### src/sensor_adc_battery_monitor_regs.vh
// register offsets, field positions, reset values and timing counts
// for the converter, temperature sensor and battery monitor readout.
// assumes a 50 MHz system clock and a byte-wide register space on SPI.
//
// What this block does
// - two-bit gain code picks 22..88/13, or 33..132/13 with low ref bit set
// - selected differential range 16.7..4.2 percent supply maps onto code 255
// - gain follows reference choice so range and result stay unchanged
// - four-bit offset: top set adds low*0.12%, clear subtracts (8-low)*0.12%, or nothing when low is 0
// - converter is unipolar, codes non-negative; offset shifts negatives up
// - temperature sensor powers up when selected as input or on test bus
// - shift on, range codes give four documented temperature spans and steps
// - shift off with range 10 gives 0..341 K test mode; shift resets to 1
// - with trim enabled the four-bit trim adjusts the sensor bandgap
// - supply digitised to 5 bits, 50 mV steps from 1.7 V, 31 above 3.2 V
// - battery monitor runs only when enabled; level readable any time
// - enabled monitor powers every 1 s for about 250 us per measurement
// - monitor enabled in sleep starts the RC oscillator automatically
// - level below threshold with interrupt enabled drives irq_n_out low
// - interrupt raised only after four consecutive readings below threshold
// - start bit begins one conversion, reads busy, self-clears when done
`ifndef SENSOR_ADC_BATTERY_MONITOR_REGS_VH
`define SENSOR_ADC_BATTERY_MONITOR_REGS_VH

`define ADDR_INT_STATUS1   7'h03
`define ADDR_INT_STATUS2   7'h04
`define ADDR_INT_ENABLE2   7'h06
`define ADDR_OP_MODE       7'h07
`define ADDR_ADC_CONFIG    7'h0f
`define ADDR_AMP_OFFSET    7'h10
`define ADDR_ADC_VALUE     7'h11
`define ADDR_TS_CONTROL    7'h12
`define ADDR_TV_OFFSET     7'h13
`define ADDR_BAT_THRESHOLD 7'h1a
`define ADDR_BAT_LEVEL     7'h1b

`define BIT_LOWBAT         2
`define BIT_MON_ENABLE     6
`define BIT_ADC_START      7
`define BIT_TS_SHIFT       5
`define BIT_TS_TRIM        4

`define RST_ADC_CONFIG     8'h00
`define RST_TS_CONTROL     8'h20
`define RST_TV_OFFSET      8'h00
`define RST_BAT_THRESHOLD  5'h14

`define GAIN_BASE_LOWREF   8'h16
`define GAIN_BASE_HIGHREF  8'h21
`define BELOW_COUNT_FIRE   3'h4

`define CLK_MHZ            50
`define CONV_TIME_US       350
`define CONV_CYCLES        (`CONV_TIME_US * `CLK_MHZ)
`define BAT_PERIOD_MS      1000
`define BAT_PERIOD_CYCLES  (`BAT_PERIOD_MS * 1000 * `CLK_MHZ)
`define BAT_ON_TIME_US     250
`define BAT_ON_CYCLES      (`BAT_ON_TIME_US * `CLK_MHZ)

`endif

### src/sensor_adc_battery_monitor.v
// readout and control logic for the 8-bit converter, temperature sensor
// and battery monitor, with an SPI register slave in front.
// assumes SCLK at most clk_sys/8 and analog codes stable at sample time.
`timescale 1ns/1ns
`include "sensor_adc_battery_monitor_regs.vh"

module sensor_adc_battery_monitor #(
   parameter CONV_CYCLES   = `CONV_CYCLES,
   parameter PERIOD_CYCLES = `BAT_PERIOD_CYCLES,
   parameter ON_CYCLES     = `BAT_ON_CYCLES
) (
   input  wire       clk_sys,
   input  wire       sys_rst,
   input  wire       spi_sel_n,
   input  wire       spi_sclk,
   input  wire       spi_sdi,
   output reg        spi_sdo,
   output reg        spi_sdo_oe,
   input  wire       sleep_mode,
   input  wire       atest_temp_sel,
   input  wire [7:0] adc_sample,
   input  wire [4:0] bat_code,
   output reg        irq_n_out,
   output reg        conv_active,
   output reg  [2:0] conv_input_sel,
   output reg  [1:0] conv_ref_sel,
   output reg  [7:0] amp_gain_x13,
   output reg  [3:0] amp_offset_steps,
   output reg        ts_enable,
   output reg  [1:0] ts_range,
   output reg        ts_offset_shift,
   output reg  [3:0] bandgap_trim,
   output reg        bat_power,
   output reg        rc_osc_enable
);

   // reset image of the converter configuration register
   localparam [7:0] ADC_CFG_RST = `RST_ADC_CONFIG;

   // gain numerator over 13: base times (code + 1); the larger base on the
   // third-supply reference keeps the input range the same on both
   function [7:0] gain_of;
      input [1:0] code;
      input       ref_low;
      reg   [7:0] base;
      begin
         base = ref_low ? `GAIN_BASE_HIGHREF : `GAIN_BASE_LOWREF;
         gain_of = base * ({6'h00, code} + 8'h01);
      end
   endfunction

   // signed offset in 0.12 percent steps, two's complement towards the
   // analog side; code 0xxx with low bits zero means no offset at all
   function [3:0] offset_of;
      input [3:0] code;
      begin
         if (code[3])
            offset_of = {1'b0, code[2:0]};
         else if (code[2:0] == 3'h0)
            offset_of = 4'h0;
         else
            offset_of = {1'b1, code[2:0]};
      end
   endfunction

   // pin synchronisers; sclk keeps a third flop for its edge detector
   // and select resets high so no false frame follows reset
   reg [2:0] sclk_sync;
   reg [1:0] sel_sync;
   reg [1:0] sdi_sync;
   reg [7:0] sample_s1;
   reg [7:0] sample_s2;
   reg [4:0] bat_s1;
   reg [4:0] bat_s2;

   // register file
   // reserved bits are not stored, so they read back as zero
   reg        adc_busy;
   reg [2:0]  adc_sel;
   reg [1:0]  adc_ref;
   reg [1:0]  adc_gain;
   reg [3:0]  amp_offset;
   reg [7:0]  adc_value;
   reg [7:0]  ts_control;
   reg [7:0]  tv_offset;
   reg [4:0]  bat_threshold;
   reg [4:0]  bat_level;
   reg        mon_enable;
   reg        lowbat_irq_en;
   reg        lowbat_flag;

   // spi shifter
   // one shared byte shifter: write data in, read data out; the address shifts into spi_addr
   reg [3:0]  spi_cnt;
   reg        spi_write;
   reg [6:0]  spi_addr;
   reg [7:0]  spi_shift;
   reg        spi_done;

   // timers
   // 32 bits cover the full one-second period at the system clock
   reg [31:0] conv_timer;
   reg [31:0] period_timer;
   reg [2:0]  below_count;

   wire sclk_rise = sclk_sync[1] & ~sclk_sync[2];
   wire sclk_fall = ~sclk_sync[1] & sclk_sync[2];
   wire selected  = ~sel_sync[1];
   // the read mux decodes at the seventh address edge, when the last
   // address bit is still on the data line and not yet in spi_addr;
   // decoding spi_addr alone would read another register
   wire [6:0] rd_addr = {spi_addr[5:0], sdi_sync[1]};

   reg [7:0] rd_data;
   reg       wr_strobe;
   reg       rd_strobe;
   reg [7:0] wr_data;

   // synchronise the spi pins and analog codes through two flops
   // analog codes may change mid-sample; a settled code is assumed
   always @(posedge clk_sys) begin
      if (sys_rst) begin
         sclk_sync <= 3'h0;
         sel_sync  <= 2'h3;
         sdi_sync  <= 2'h0;
         sample_s1 <= 8'h00;
         sample_s2 <= 8'h00;
         bat_s1    <= 5'h00;
         bat_s2    <= 5'h00;
      end else begin
         sclk_sync <= {sclk_sync[1:0], spi_sclk};
         sel_sync  <= {sel_sync[0], spi_sel_n};
         sdi_sync  <= {sdi_sync[0], spi_sdi};
         sample_s1 <= adc_sample;
         sample_s2 <= sample_s1;
         bat_s1    <= bat_code;
         bat_s2    <= bat_s1;
      end
   end

   // read mux, reserved bits read zero; unmapped addresses read zero too,
   // so a host probing the space sees no stale value
   always @* begin
      rd_data = 8'h00;
      case (rd_addr)
         `ADDR_INT_STATUS1:   rd_data = 8'h00;
         `ADDR_INT_STATUS2:   rd_data = {5'h00, lowbat_flag, 2'h0};
         `ADDR_INT_ENABLE2:   rd_data = {5'h00, lowbat_irq_en, 2'h0};
         `ADDR_OP_MODE:       rd_data = {1'b0, mon_enable, 6'h00};
         `ADDR_ADC_CONFIG:
            rd_data = {adc_busy, adc_sel, adc_ref, adc_gain};
         `ADDR_AMP_OFFSET:    rd_data = {4'h0, amp_offset};
         `ADDR_ADC_VALUE:     rd_data = adc_value;
         `ADDR_TS_CONTROL:    rd_data = ts_control;
         `ADDR_TV_OFFSET:     rd_data = tv_offset;
         `ADDR_BAT_THRESHOLD: rd_data = {3'h0, bat_threshold};
         `ADDR_BAT_LEVEL:     rd_data = {3'h0, bat_level};
         default:             rd_data = 8'h00;
      endcase
   end

   // strobes: write at the sixteenth bit, read when the address is in
   // the read load at the last address edge leaves a full half period
   // before the first data bit has to stand on spi_sdo
   always @* begin
      wr_strobe = selected & sclk_rise & spi_write & (spi_cnt == 4'hf)
                  & ~spi_done;
      rd_strobe = selected & sclk_rise & ~spi_write & (spi_cnt == 4'h7)
                  & ~spi_done;
      wr_data   = {spi_shift[6:0], sdi_sync[1]};
   end

   // spi frame: rw bit, 7 address bits, 8 data bits, msb first
   // one register per frame; extra clocks after the data are ignored
   // select high resets the bit count, so a cut frame writes nothing
   always @(posedge clk_sys) begin
      if (sys_rst) begin
         spi_cnt    <= 4'h0;
         spi_write  <= 1'b0;
         spi_addr   <= 7'h00;
         spi_shift  <= 8'h00;
         spi_done   <= 1'b0;
         spi_sdo    <= 1'b0;
         spi_sdo_oe <= 1'b0;
      end else if (!selected) begin
         spi_cnt    <= 4'h0;
         spi_done   <= 1'b0;
         spi_sdo    <= 1'b0;
         spi_sdo_oe <= 1'b0;
      end else begin
         spi_sdo_oe <= 1'b1;
         if (sclk_rise && !spi_done) begin
            spi_cnt <= spi_cnt + 4'h1;
            if (spi_cnt == 4'h0)
               spi_write <= sdi_sync[1];
            else if (spi_cnt < 4'h8)
               spi_addr <= {spi_addr[5:0], sdi_sync[1]};
            if (spi_cnt == 4'hf)
               spi_done <= 1'b1;
            // on a read the falling edge owns the shifter after the load;
            // shifting here too would drop every other data bit
            if (rd_strobe)
               spi_shift <= rd_data;
            else if (spi_write)
               spi_shift <= wr_data;
         end else if (sclk_fall && !spi_write && spi_cnt >= 4'h8
                      && !spi_done) begin
            // data leaves on the falling edge so the master samples it rising
            spi_sdo   <= spi_shift[7];
            spi_shift <= {spi_shift[6:0], 1'b0};
         end
      end
   end

   // writable registers and the conversion sequencer
   // busy lasts CONV_CYCLES clocks; the code is taken on the last of them
   // through the synchroniser, so it must be settled by then
   always @(posedge clk_sys) begin
      if (sys_rst) begin
         adc_busy      <= ADC_CFG_RST[7];
         adc_sel       <= ADC_CFG_RST[6:4];
         adc_ref       <= ADC_CFG_RST[3:2];
         adc_gain      <= ADC_CFG_RST[1:0];
         amp_offset    <= 4'h0;
         adc_value     <= 8'h00;
         ts_control    <= `RST_TS_CONTROL;
         tv_offset     <= `RST_TV_OFFSET;
         bat_threshold <= `RST_BAT_THRESHOLD;
         mon_enable    <= 1'b0;
         lowbat_irq_en <= 1'b0;
         conv_timer    <= 32'h0;
      end else begin
         if (wr_strobe) begin
            case (spi_addr)
               `ADDR_INT_ENABLE2: lowbat_irq_en <= wr_data[`BIT_LOWBAT];
               `ADDR_OP_MODE:     mon_enable <= wr_data[`BIT_MON_ENABLE];
               `ADDR_ADC_CONFIG: begin
                  adc_sel  <= wr_data[6:4];
                  adc_ref  <= wr_data[3:2];
                  adc_gain <= wr_data[1:0];
               end
               `ADDR_AMP_OFFSET:    amp_offset <= wr_data[3:0];
               `ADDR_TS_CONTROL:    ts_control <= wr_data;
               `ADDR_TV_OFFSET:     tv_offset <= wr_data;
               `ADDR_BAT_THRESHOLD: bat_threshold <= wr_data[4:0];
               default: ;
            endcase
         end
         // a start while busy is ignored; the running conversion finishes
         // so a double start cannot shorten the running conversion
         if (adc_busy) begin
            if (conv_timer >= CONV_CYCLES - 1) begin
               adc_busy   <= 1'b0;
               adc_value  <= sample_s2;
               conv_timer <= 32'h0;
            end else begin
               conv_timer <= conv_timer + 32'h1;
            end
         end else if (wr_strobe && spi_addr == `ADDR_ADC_CONFIG
                      && wr_data[`BIT_ADC_START]) begin
            adc_busy   <= 1'b1;
            conv_timer <= 32'h0;
         end
      end
   end

   // battery monitor: periodic power window, sample at its end
   // the first window after enable is one clock shorter, since the timer
   // starts at zero on the enabling clock; the count saturates at four,
   // so a long low run raises the flag only once
   always @(posedge clk_sys) begin
      if (sys_rst) begin
         period_timer <= 32'h0;
         bat_level    <= 5'h00;
         below_count  <= 3'h0;
         bat_power    <= 1'b0;
      end else if (!mon_enable) begin
         period_timer <= 32'h0;
         below_count  <= 3'h0;
         bat_power    <= 1'b0;
      end else begin
         if (period_timer >= PERIOD_CYCLES - 1)
            period_timer <= 32'h0;
         else
            period_timer <= period_timer + 32'h1;
         bat_power <= (period_timer < ON_CYCLES - 1)
                      || (period_timer >= PERIOD_CYCLES - 1);
         if (period_timer == ON_CYCLES - 1) begin
            bat_level <= bat_s2;
            if (bat_s2 < bat_threshold) begin
               if (below_count != `BELOW_COUNT_FIRE)
                  below_count <= below_count + 3'h1;
            end else begin
               below_count <= 3'h0;
            end
         end
      end
   end

   // low-battery flag: set wins over the clear-on-read of status 2
   // so a reading that lands on the host's read is never lost
   always @(posedge clk_sys) begin
      if (sys_rst)
         lowbat_flag <= 1'b0;
      else if (below_count == `BELOW_COUNT_FIRE - 3'h1 && mon_enable
               && period_timer == ON_CYCLES - 1 && bat_s2 < bat_threshold)
         lowbat_flag <= 1'b1;
      else if (rd_strobe && rd_addr == `ADDR_INT_STATUS2)
         lowbat_flag <= 1'b0;
   end

   // analog control outputs, all registered
   // so the analog side never sees a decode glitch
   always @(posedge clk_sys) begin
      if (sys_rst) begin
         irq_n_out        <= 1'b1;
         conv_active      <= 1'b0;
         conv_input_sel   <= 3'h0;
         conv_ref_sel     <= 2'h0;
         amp_gain_x13     <= 8'h00;
         amp_offset_steps <= 4'h0;
         ts_enable        <= 1'b0;
         ts_range         <= 2'h0;
         ts_offset_shift  <= 1'b1;
         bandgap_trim     <= 4'h0;
         rc_osc_enable    <= 1'b0;
      end else begin
         irq_n_out        <= ~(lowbat_flag & lowbat_irq_en);
         conv_active      <= adc_busy;
         conv_input_sel   <= adc_sel;
         conv_ref_sel     <= adc_ref;
         amp_gain_x13     <= gain_of(adc_gain, adc_ref[0]);
         amp_offset_steps <= offset_of(amp_offset);
         ts_enable        <= (adc_sel == 3'h0) | atest_temp_sel;
         ts_range         <= ts_control[7:6];
         ts_offset_shift  <= ts_control[`BIT_TS_SHIFT];
         bandgap_trim     <= ts_control[`BIT_TS_TRIM] ?
                             ts_control[3:0] : 4'h0;
         rc_osc_enable    <= mon_enable & sleep_mode;
      end
   end

endmodule // sensor_adc_battery_monitor

### config.mk
export PLATFORM = sky130hd
export DESIGN_NAME = sensor_adc_battery_monitor
export DESIGN_NICKNAME = d
export VERILOG_FILES = /design/src/sensor_adc_battery_monitor.v
export VERILOG_INCLUDE_DIRS = /design/src
export SDC_FILE = /design/constraint.sdc
export NUM_CORES = 1
export LEC_CHECK = 0
export BUFFER_PORTS_ARGS = -buffer_cell sky130_fd_sc_hd__buf_2
export CAP_MARGIN = 40
export CORE_ASPECT_RATIO = 0.5
export CORE_MARGIN = 5
export CORE_UTILIZATION = 32
export CTS_CLUSTER_DIAMETER = 100
export DETAILED_ROUTE_END_ITERATION = 7
export PLACE_DENSITY_LB_ADDON = 0.1
export SYNTH_ARGS = -nofsm -noshare
export SYNTH_HDL_FRONTEND = slang
export SYNTH_SLANG_ARGS = --single-unit
export TNS_END_PERCENT = 10
### constraint.sdc
create_clock -name clk_sys -period 5.73 [get_ports clk_sys]
set_input_delay 0.573 -clock clk_sys [delete_from_list [all_inputs] [get_ports clk_sys]]
set_output_delay 0.573 -clock clk_sys [all_outputs]
set_load 0.005 [all_outputs]
# After elaboration in Yosys (flattened, before gate mapping)

Index checks and enable logic that the tools add are counted.

Register bits after elaboration: 201
Input bits: 20
Word-level logic and storage cells: 159

Add/subtract/negate cells: 5
Multiply operators: 1
Order comparisons: 6
Equal/unequal tests: 24
Muxes and demuxes: 19
Bitwise logic cells: 22
Reductions and logical operators: 39

Operator list:

| operator                                                                        | count |
|---|---|
| 32-bit two-way mux                                                              | 3 |
| 8-bit one-hot mux with 10 select lines                                          | 1 |
| 7-bit by 5-bit equality test with 1-bit output (second input constant)          | 10 |
| 32-bit by 1-bit adder with 32-bit output (second input constant)                | 2 |
| 7-bit by 3-bit equality test with 1-bit output (second input constant)          | 5 |
| 32-bit by 14-bit equality test with 1-bit output (second input constant)        | 1 |
| 32-bit by 15-bit >= comparator with 1-bit output (second input constant)        | 1 |
| 32-bit by 26-bit >= comparator with 1-bit output (second input constant)        | 1 |
| 32-bit by 14-bit less-than comparator with 1-bit output (second input constant) | 1 |
| 8-bit two-way mux                                                               | 4 |
| 2-bit AND reduction                                                             | 12 |
| 7-bit by 4-bit equality test with 1-bit output (second input constant)          | 2 |
| 1-bit AND                                                                       | 11 |
| 1-bit logical AND                                                               | 10 |
| 1-bit inverter                                                                  | 10 |
| 3-bit two-way mux                                                               | 3 |
| 6-bit by 3-bit multiplier with 8-bit output                                     | 1 |
| 2-bit OR reduction                                                              | 4 |
| 3-bit zero test                                                                 | 2 |
| 1-bit two-way mux                                                               | 6 |
| 6-bit two-way mux                                                               | 1 |
| 3-bit inequality test (second input constant)                                   | 2 |
| 3-bit AND reduction                                                             | 2 |
| 2-bit nonzero test                                                              | 3 |
| other kinds (17)                                                                | 18 |

# Logic depth before layout (Yosys ltp)

Gate-level depths: netlist of run 1.

Depth in word-level cells: 10
Mapped depth: 11
Depth with buffers taken out: 11

# Worst setup path before layout of run 1

No wires, ideal clock.

Path kind: reg-to-reg
Start point: register adc_gain[0]
End point: register amp_gain_x13[6]
Arrival time: 2091 ps
Data required time: 5602 ps
Setup slack: 3512 ps
Stages on the path, launching flop included: 12
Period minus slack after synthesis: 2218 ps
Path through: dfxtp_1 > ha_1 > nand2b_1 > nand2_1 > ha_1 > ha_1 > fa_1 > a21oi_1 > nor2_1 > nor2_1 > xor2_1 > nor2_1

Word-level cells in the longest chain between the ends: 2

RTL lines:

| what                                        | line                             | RTL |
|---|---|---|
| from (decl)                                 | sensor_adc_battery_monitor.v:81  | `reg [1:0] adc_gain;` |
| from (signal assigned)                      | sensor_adc_battery_monitor.v:223 | `adc_gain <= ADC_CFG_RST[1:0];` |
| from (signal assigned)                      | sensor_adc_battery_monitor.v:240 | `adc_gain <= wr_data[1:0];` |
| 2-bit by 1-bit adder with 3-bit output      | sensor_adc_battery_monitor.v:48  | `gain_of = base * ({6'h00, code} + 8'h01);` |
| 6-bit by 3-bit multiplier with 8-bit output | sensor_adc_battery_monitor.v:48  |  |
| to (signal assigned)                        | sensor_adc_battery_monitor.v:332 | `amp_gain_x13 <= gain_of(adc_gain, adc_ref[0]);` |
| to (decl)                                   | sensor_adc_battery_monitor.v:27  | `output reg [7:0] amp_gain_x13,` |

Every way passes these cells.
A chain may end at the register's enable or synchronous reset.

# Final worst setup path of run 1

Start point: register adc_gain[0]
End point: register amp_gain_x13[7]

Same word-level chain as after synthesis.

==> results of run 1 <==
synthesized netlist by cell type (4+ instances only):
library cell | n | area (um^2)
a21boi_0 | 4 | 30.0
o21ai_0 | 25 | 125
nor2b_1 | 51 | 319
o31ai_1 | 5 | 37.5
xnor2_1 | 20 | 175
nand4_1 | 21 | 131
ha_1 | 21 | 263
nand2b_1 | 4 | 25.0
nor2_1 | 110 | 413
xor2_1 | 11 | 96.3
and2_1 | 27 | 169
nand3_1 | 28 | 140
a21oi_1 | 35 | 175
nor4_1 | 15 | 93.8
and3_1 | 11 | 68.8
nor3_1 | 21 | 105
and4_1 | 4 | 35.0
a221oi_1 | 4 | 35.0
or2_2 | 7 | 43.8
buf_2 | 12 | 60.1
nand2_1 | 51 | 191
clkbuf_1 | 31 | 116
a311oi_1 | 5 | 43.8
buf_1 | 9 | 33.8
inv_1 | 25 | 93.8
nor3b_1 | 4 | 30.0
or4_1 | 6 | 45.0
mux2i_1 | 51 | 510
dfxtp_1 | 201 | 4020
a31oi_1 | 5 | 31.3
mux2_2 | 9 | 101
or3_1 | 9 | 56.3
cells by family after synthesis:
group / Yosys count / synth area share (%)
AND/OR/NAND/NOR: 389 / 24.6
buffers and inverters: 79 / 3.77
flip-flops: 201 / 47.5
multiplexers: 63 / 8.02
AO/OA/AOI/OAI: 118 / 9.49
other: 1 / 0.0443
XOR/XNOR: 31 / 3.21
adder cells (fa/ha/maj): 22 / 3.34
layer usage:
layer  vias up  track usage (%)  share of wire, %
li1       3217                -                 -
met1      3041             18.3                50
met2        62             21.0                45
met3        25             2.64               2.8
met4         0             3.23               1.8
met5         -                0                 0
layout make-up:
type                            instances  area (um^2)
Sequential cell                       201         4020
Multi-Input combinational cell        630         4150
Clock inverter                          9         81.3
Clock buffer                           29          596
Tap cell                              352          440
Timing Repair Buffer                   61          365
Fill cell                            2617        16500
Inverter                               26         97.6
worst max-delay path, stage by stage, from the launching register on:
cell and delay (ns):
dfxtp_1 0.48, ha_1 0.24, nor2b_1 0.26, ha_1 0.31, ha_1 0.30, a21o_1 0.15
a21oi_1 0.22, o21bai_1 0.09, a21oi_1 0.26, mux2i_1 0.21
worst min path at each step:
stage,depth (start not counted),from,to
4_1_cts,2,adc_sample[5],sample_s1[5]
2_1_floorplan,1,lowbat_flag,irq_n_out
3_5_place_dp,1,sel_sync[0],sel_sync[1]
6_report,2,spi_sel_n,sel_sync[0]
5_1_grt,2,spi_sel_n,sel_sync[0]
3_3_place_gp,1,sel_sync[0],sel_sync[1]
power groups by stage:
stage | registers [mW] | logic (mW) | clock network [mW]
global placement | 1.45 | 0.0512 | 0
floorplan | 1.45 | 0.0323 | 0
detailed placement | 1.45 | 0.0516 | 0
CTS | 1.42 | 0.0518 | 1.40
finish | 1.42 | 0.0505 | 1.34
global route | 1.42 | 0.0571 | 1.45
stage by stage:
| stage | cells | area, um^2 |
|---|---|---|
| after floorplan | 910 | 8490 |
| after detailed placement | 1270 | 9080 |
| after global routing | 1308 | 9760 |
| after global placement | 1267 | 9030 |
| after CTS | 1308 | 9760 |
| final | 1308 | 9760 |
sequential cells by signal (all words and copies together) (netlist names), 5 cells and up:
signal	flops
conv_timer	32
period_timer	32
adc_value	8
amp_gain_x13	8
sample_s1	8
sample_s2	8
spi_shift	8
ts_control	8
tv_offset	8
spi_addr	7
bat_level	5
bat_s1	5
bat_s2	5
bat_threshold	5
==> flow_summary_export.csv, run 1 <==
group,metric,value,unit
critical_path,required,6.17,ns
power_and_ir_drop,switchingPower,601,uW
placed_design,port_buffers,50,
cells_and_area,layout_commonest_cell,"dfxtp_1",
detailed_routing,routedWlPerCell,15.2,um
critical_path,startpoint,"adc_gain[0]",
grt,grt_max_degree,79,
critical_path,crit_path_end,"amp_gain_x13[7]",
cells_and_area,diodes,0,
synth,yosysSeqAreaShare,47.5,%
grt,grt_overflow,0,
floorplanning,coreArea,0.0262,mm^2
timing,clock_skew,0.0120,ns
grt,grt_pass1_vias,6374,
critical_path,crit_path_start_kind,"flip-flop",
critical_path,r2r_cells,9,
min_path,hp-class,"in2reg",
placed_design,gp_congestion,0.814,
clock_network,numCtsBuffers,21,
synth,synth_edf_count,0,
timing,fmax,385,MHz
power_and_ir_drop,p_comb_share,1.8,%
detailed_routing,ant_nets,0,
placed_design,post-place-ws,3.17,ns
outcome,status,"finished, final reports clean",
clock_network,post_cts_buffers,0,
synth,synthDistinctLibCells,73,
floorplanning,die_h,125,um
clock_network,clock_latency,0.51,ns
timing,hold_viol,0,
floorplanning,core.rowCount,42,
placed_design,dp_hpwl,13800,um
grt,grt_pass1_wl,32800,um
detailed_routing,num_vias,6345,
timing,slew_headroom,46.3,%
cells_and_area,post-route-util,37.2,%
synth,synth.avg_cell_area,9.37,um^2
detailed_routing,vias_per_cell,4.85,
timing,rsz0062_at_grt,"false",
detailed_routing,routed_wirelength,19900,um
power_and_ir_drop,power,2.81,mW
power_and_ir_drop,clock_power_share,47.8,%
critical_path,crit_arrival,3.03,ns
detailed_routing,dr.pass1.iters,4,
power_and_ir_drop,p_int,2.21,mW
clock_network,cts_hold_buffers,0,
clock_network,cts_tree,"done",
timing,worstMarginPinSlew,0.805,ns
cells_and_area,drive_above_1_share,13.4,%
timing,min_period,2.60,ns
power_and_ir_drop,power.leakage,3.71,nW
clock_network,cts_root_buffer,"clkbuf_16",
timing,setup-tns-final,0,ns
floorplanning,die_w,240,um
floorplanning,io_pins,51,
timing,slew_viol_final,0,
timing,period_share,45.3,%
clock_network,clkTransAtPathRegs,0.06,ns
critical_path,worstSetupPathType,"reg2reg",
timing,fin_ws,3.13,ns
critical_path,critPathMaxFanout,5,
synth,ys_warn_count,0,
cells_and_area,areaGrowthSynthToFinish,15.2,%
detailed_routing,dr.first_iter.drc_count,313,
critical_path,rr_startpoint,"adc_gain[0]",
power_and_ir_drop,peakVddDrop,193,uV
power_and_ir_drop,p_per_area,288,mW/mm^2
run,maxCapViolCount,0,
synth,yosys_register_bits,201,
clock_network,post_cts_resized,0,
grt,antenna_found_initial,0,
synth,netlist_instances,904,
power_and_ir_drop,sw_frac_of_total,21.4,%
critical_path,r2r_slack,3.13,ns
detailed_routing,drc_errors,0,
synth,synthFlopType,"dfxtp_1",
cells_and_area,nNetsFinal,983,
clock_network,cts.htree.levels,1,
floorplanning,dieArea,0.0300,mm^2
clock_network,clk_path_buf_depth,3,
clock_network,cts.sinks,201,
critical_path,end_kind,"flip-flop",
critical_path,r2r-end,"amp_gain_x13[7]",
power_and_ir_drop,seqPwrFrac,50.4,%
floorplanning,start_util,32.3,%
synth,async_flop_share,0,%
synth,netlist_area,0.00847,mm^2
grt,grt_usage,13.1,%
timing,setup_viol,0,
cells_and_area,layout_common_cells,"dfxtp_1, nor2_1, nand2_1, nor2b_1, mux2i_1",
timing,fin_hold_ws,0.265,ns
Note: power is estimated with default switching activity, not from simulation.
==> inputs of run 2 (changes only) <==
==> constraint.sdc (replaced) <==
create_clock -name clk_sys -period 2.2 [get_ports clk_sys]
set_input_delay 0.22 -clock clk_sys [delete_from_list [all_inputs] [get_ports clk_sys]]
set_output_delay 0.22 -clock clk_sys [all_outputs]
set_load 0.005 [all_outputs]
==> run 2 against run 1 <==
  * Utilization rose by 2.4 points
  * Design area grew 6.4%
  * Sequential cell count is the same
  * Largest power group unchanged
  * Die area stayed put
  * Via count up 3.7%
  * Critical path depth unchanged
  * Highest routed layer unchanged
  * Combinational power rose to 3.3 times the previous value
==> flow_summary_export.csv, run 2 (synthesis results as in run 1) <==
group,metric,value,unit
clock_network,cts.htree.levels,1,
power_and_ir_drop,peakVddDrop,488,uV
cells_and_area,fin_cells,1367,
grt,grt_usage,13.7,%
floorplanning,dieArea,0.0300,mm^2
cells_and_area,diodes,0,
critical_path,r2r-end,"amp_gain_x13[7]",
cells_and_area,layout_commonest_cell,"dfxtp_1",
timing,min_period,2.13,ns
cells_and_area,drive_above_1_share,18.1,%
critical_path,max_stage_delay,0.35,ns
grt,grt_pass1_wl,34400,um
clock_network,cts.sinks,201,
clock_network,cts_tree,"done",
critical_path,crit_slowest_cell,"dfxtp_2",
clock_network,cts_root_buffer,"clkbuf_16",
floorplanning,die_w,240,um
cells_and_area,top_regs,"conv_timer (32), period_timer (32)",
critical_path,r2r_slack,0.07,ns
cells_and_area,post-route-util,39.6,%
critical_path,critPathMaxFanout,3,
grt,grt_pass1_vias,6562,
placed_design,post-place-ws,-0.106,ns
run,maxCapViolCount,0,
timing,hold_viol,0,
detailed_routing,dr.first_iter.drc_count,344,
critical_path,r2r_cells,9,
detailed_routing,dr.pass1.iters,5,
detailed_routing,num_vias,6580,
timing,clock_skew,0.0308,ns
timing,period_share,97.0,%
critical_path,rr_startpoint,"adc_gain[1]",
floorplanning,io_pins,51,
cells_and_area,regArea,0.00403,mm^2
cells_and_area,layout_common_cells,"dfxtp_1, nor2_1",
critical_path,crit_arrival,2.59,ns
critical_path,crit_path_start_kind,"flip-flop",
floorplanning,start_util,32.3,%
timing,slew_viol_final,0,
placed_design,port_buffers,50,
power_and_ir_drop,power,7.48,mW
timing,fin_ws,0.0666,ns
min_path,hold_depth,4,
critical_path,worstSetupPathType,"reg2reg",
detailed_routing,routedWlPerCell,15.1,um
critical_path,end_kind,"flip-flop",
min_path,hp-start,"sys_rst",
cells_and_area,multi_input_area,0.00424,mm^2
grt,grt_max_degree,121,
cells_and_area,nNetsFinal,1043,
placed_design,dp_hpwl,14400,um
power_and_ir_drop,p_per_area,720,mW/mm^2
placed_design,gp_congestion,0.804,
clock_network,clk_path_buf_depth,3,
placed_design,place_inst,1312,
critical_path,path_cells,"ha_4, nor2b_1, ha_4, ha_1, a21o_1, a21oi_2, o21bai_1, a21oi_2, mux2i_1",
critical_path,critPathTopFamily,"adder cells",
timing,worstMarginPinSlew,0.587,ns
detailed_routing,drc_errors,0,
clock_network,clkTransAtPathRegs,0.06,ns
detailed_routing,vias_per_cell,4.81,
critical_path,required,2.66,ns
grt,antenna_found_initial,0,
timing,setup_viol,0,
min_path,hold_end,"conv_timer[13]",
critical_path,path_buf_inv,0,
cells_and_area,areaGrowthSynthToFinish,22.6,%
grt,grt_overflow,0,
power_and_ir_drop,power.leakage,4.01,nW
timing,rsz0062_at_grt,"true",
timing,setup-tns-final,0,ns
timing,slew_headroom,60.7,%
floorplanning,die_h,125,um
floorplanning,coreArea,0.0262,mm^2
clock_network,numCtsBuffers,20,
detailed_routing,ant_nets,0,
cells_and_area,fillers,2646,
clock_network,clock_latency,0.52,ns
floorplanning,core.rowCount,42,
detailed_routing,routed_wirelength,20700,um
min_path,hp-class,"in2reg",
outcome,status,"finished, final reports clean",
timing,fmax,469,MHz
==> run 2: cell count changes in the layout (fill, tap and decap cells not counted), sizes merged <==
cell           change
buf               +44
dlygate4sd3       +18
clkinv             -3
bufinv             +2
clkbuf             -1
clkdlybuf4s18      -1
clkinvlp           +1
inv                -1
==> run 2: layer usage <==
layer | global-route usage [%] | vias up | wire length (um)
li1 | - | 3333 | -
met2 | 21.8 | 73 | 9250
met5 | 0 | - | 0
met3 | 2.95 | 25 | 743
met1 | 19.4 | 3149 | 10300
met4 | 2.70 | 0 | 379
==> run 2: where the power goes <==
part	internal [mW]	switching [mW]
registers	3.68	0.0127
clock network	2.14	1.48
logic	0.0795	0.0889
==> run 2: worst min-delay path: stages <==
cell	delay [ns]
buf_4	0.14
clkinv_1	0.18
nand3_1	0.10
nand2_1	0.06
==> run 2: per-stage QoR <==
stage / hold slack (ns) / area [um^2]
6_report: 0.220 / 10400
5_1_grt: 0.250 / 10400
4_1_cts: 0.184 / 10400
3_5_place_dp: 0.393 / 9420
3_3_place_gp: 0.395 / 9420
2_1_floorplan: 0.324 / 8490
==> run 2: worst max path at each step <==
stage                     slack (ns)               to   startpoint  depth (start not counted)
final                           0.07  amp_gain_x13[7]  adc_gain[1]                          9
after global routing           -0.07  amp_gain_x13[6]  adc_gain[1]                         11
after detailed placement       -0.11  amp_gain_x13[7]  adc_gain[0]                         10
after global placement         -0.05  amp_gain_x13[6]  adc_gain[0]                         11
after floorplan               0.0005  amp_gain_x13[7]  adc_gain[0]                         10
after CTS                       0.03  amp_gain_x13[7]  adc_gain[1]                         11
==> run 2: area by class of cell <==
class | count | share of cell area, %
Timing Repair Buffer | 122 | 8.56
Sequential cell | 201 | 38.8
Tap cell | 352 | 4.24
Multi-Input combinational cell | 630 | 40.8
Inverter | 26 | 0.940
Clock buffer | 28 | 5.40
Clock inverter | 8 | 1.24
==> run 2: timing repair <==
action | 4_1_cts | 5_1_grt
buffers inserted | 1 | 0
endpoints found under the hold margin | 18 | 0
resized for setup | 11 | 5
pin swaps | 7 | 5
hold buffers | 18 | 0
endpoints found under the setup margin | 3 | 7
gates cloned | 0 | 0
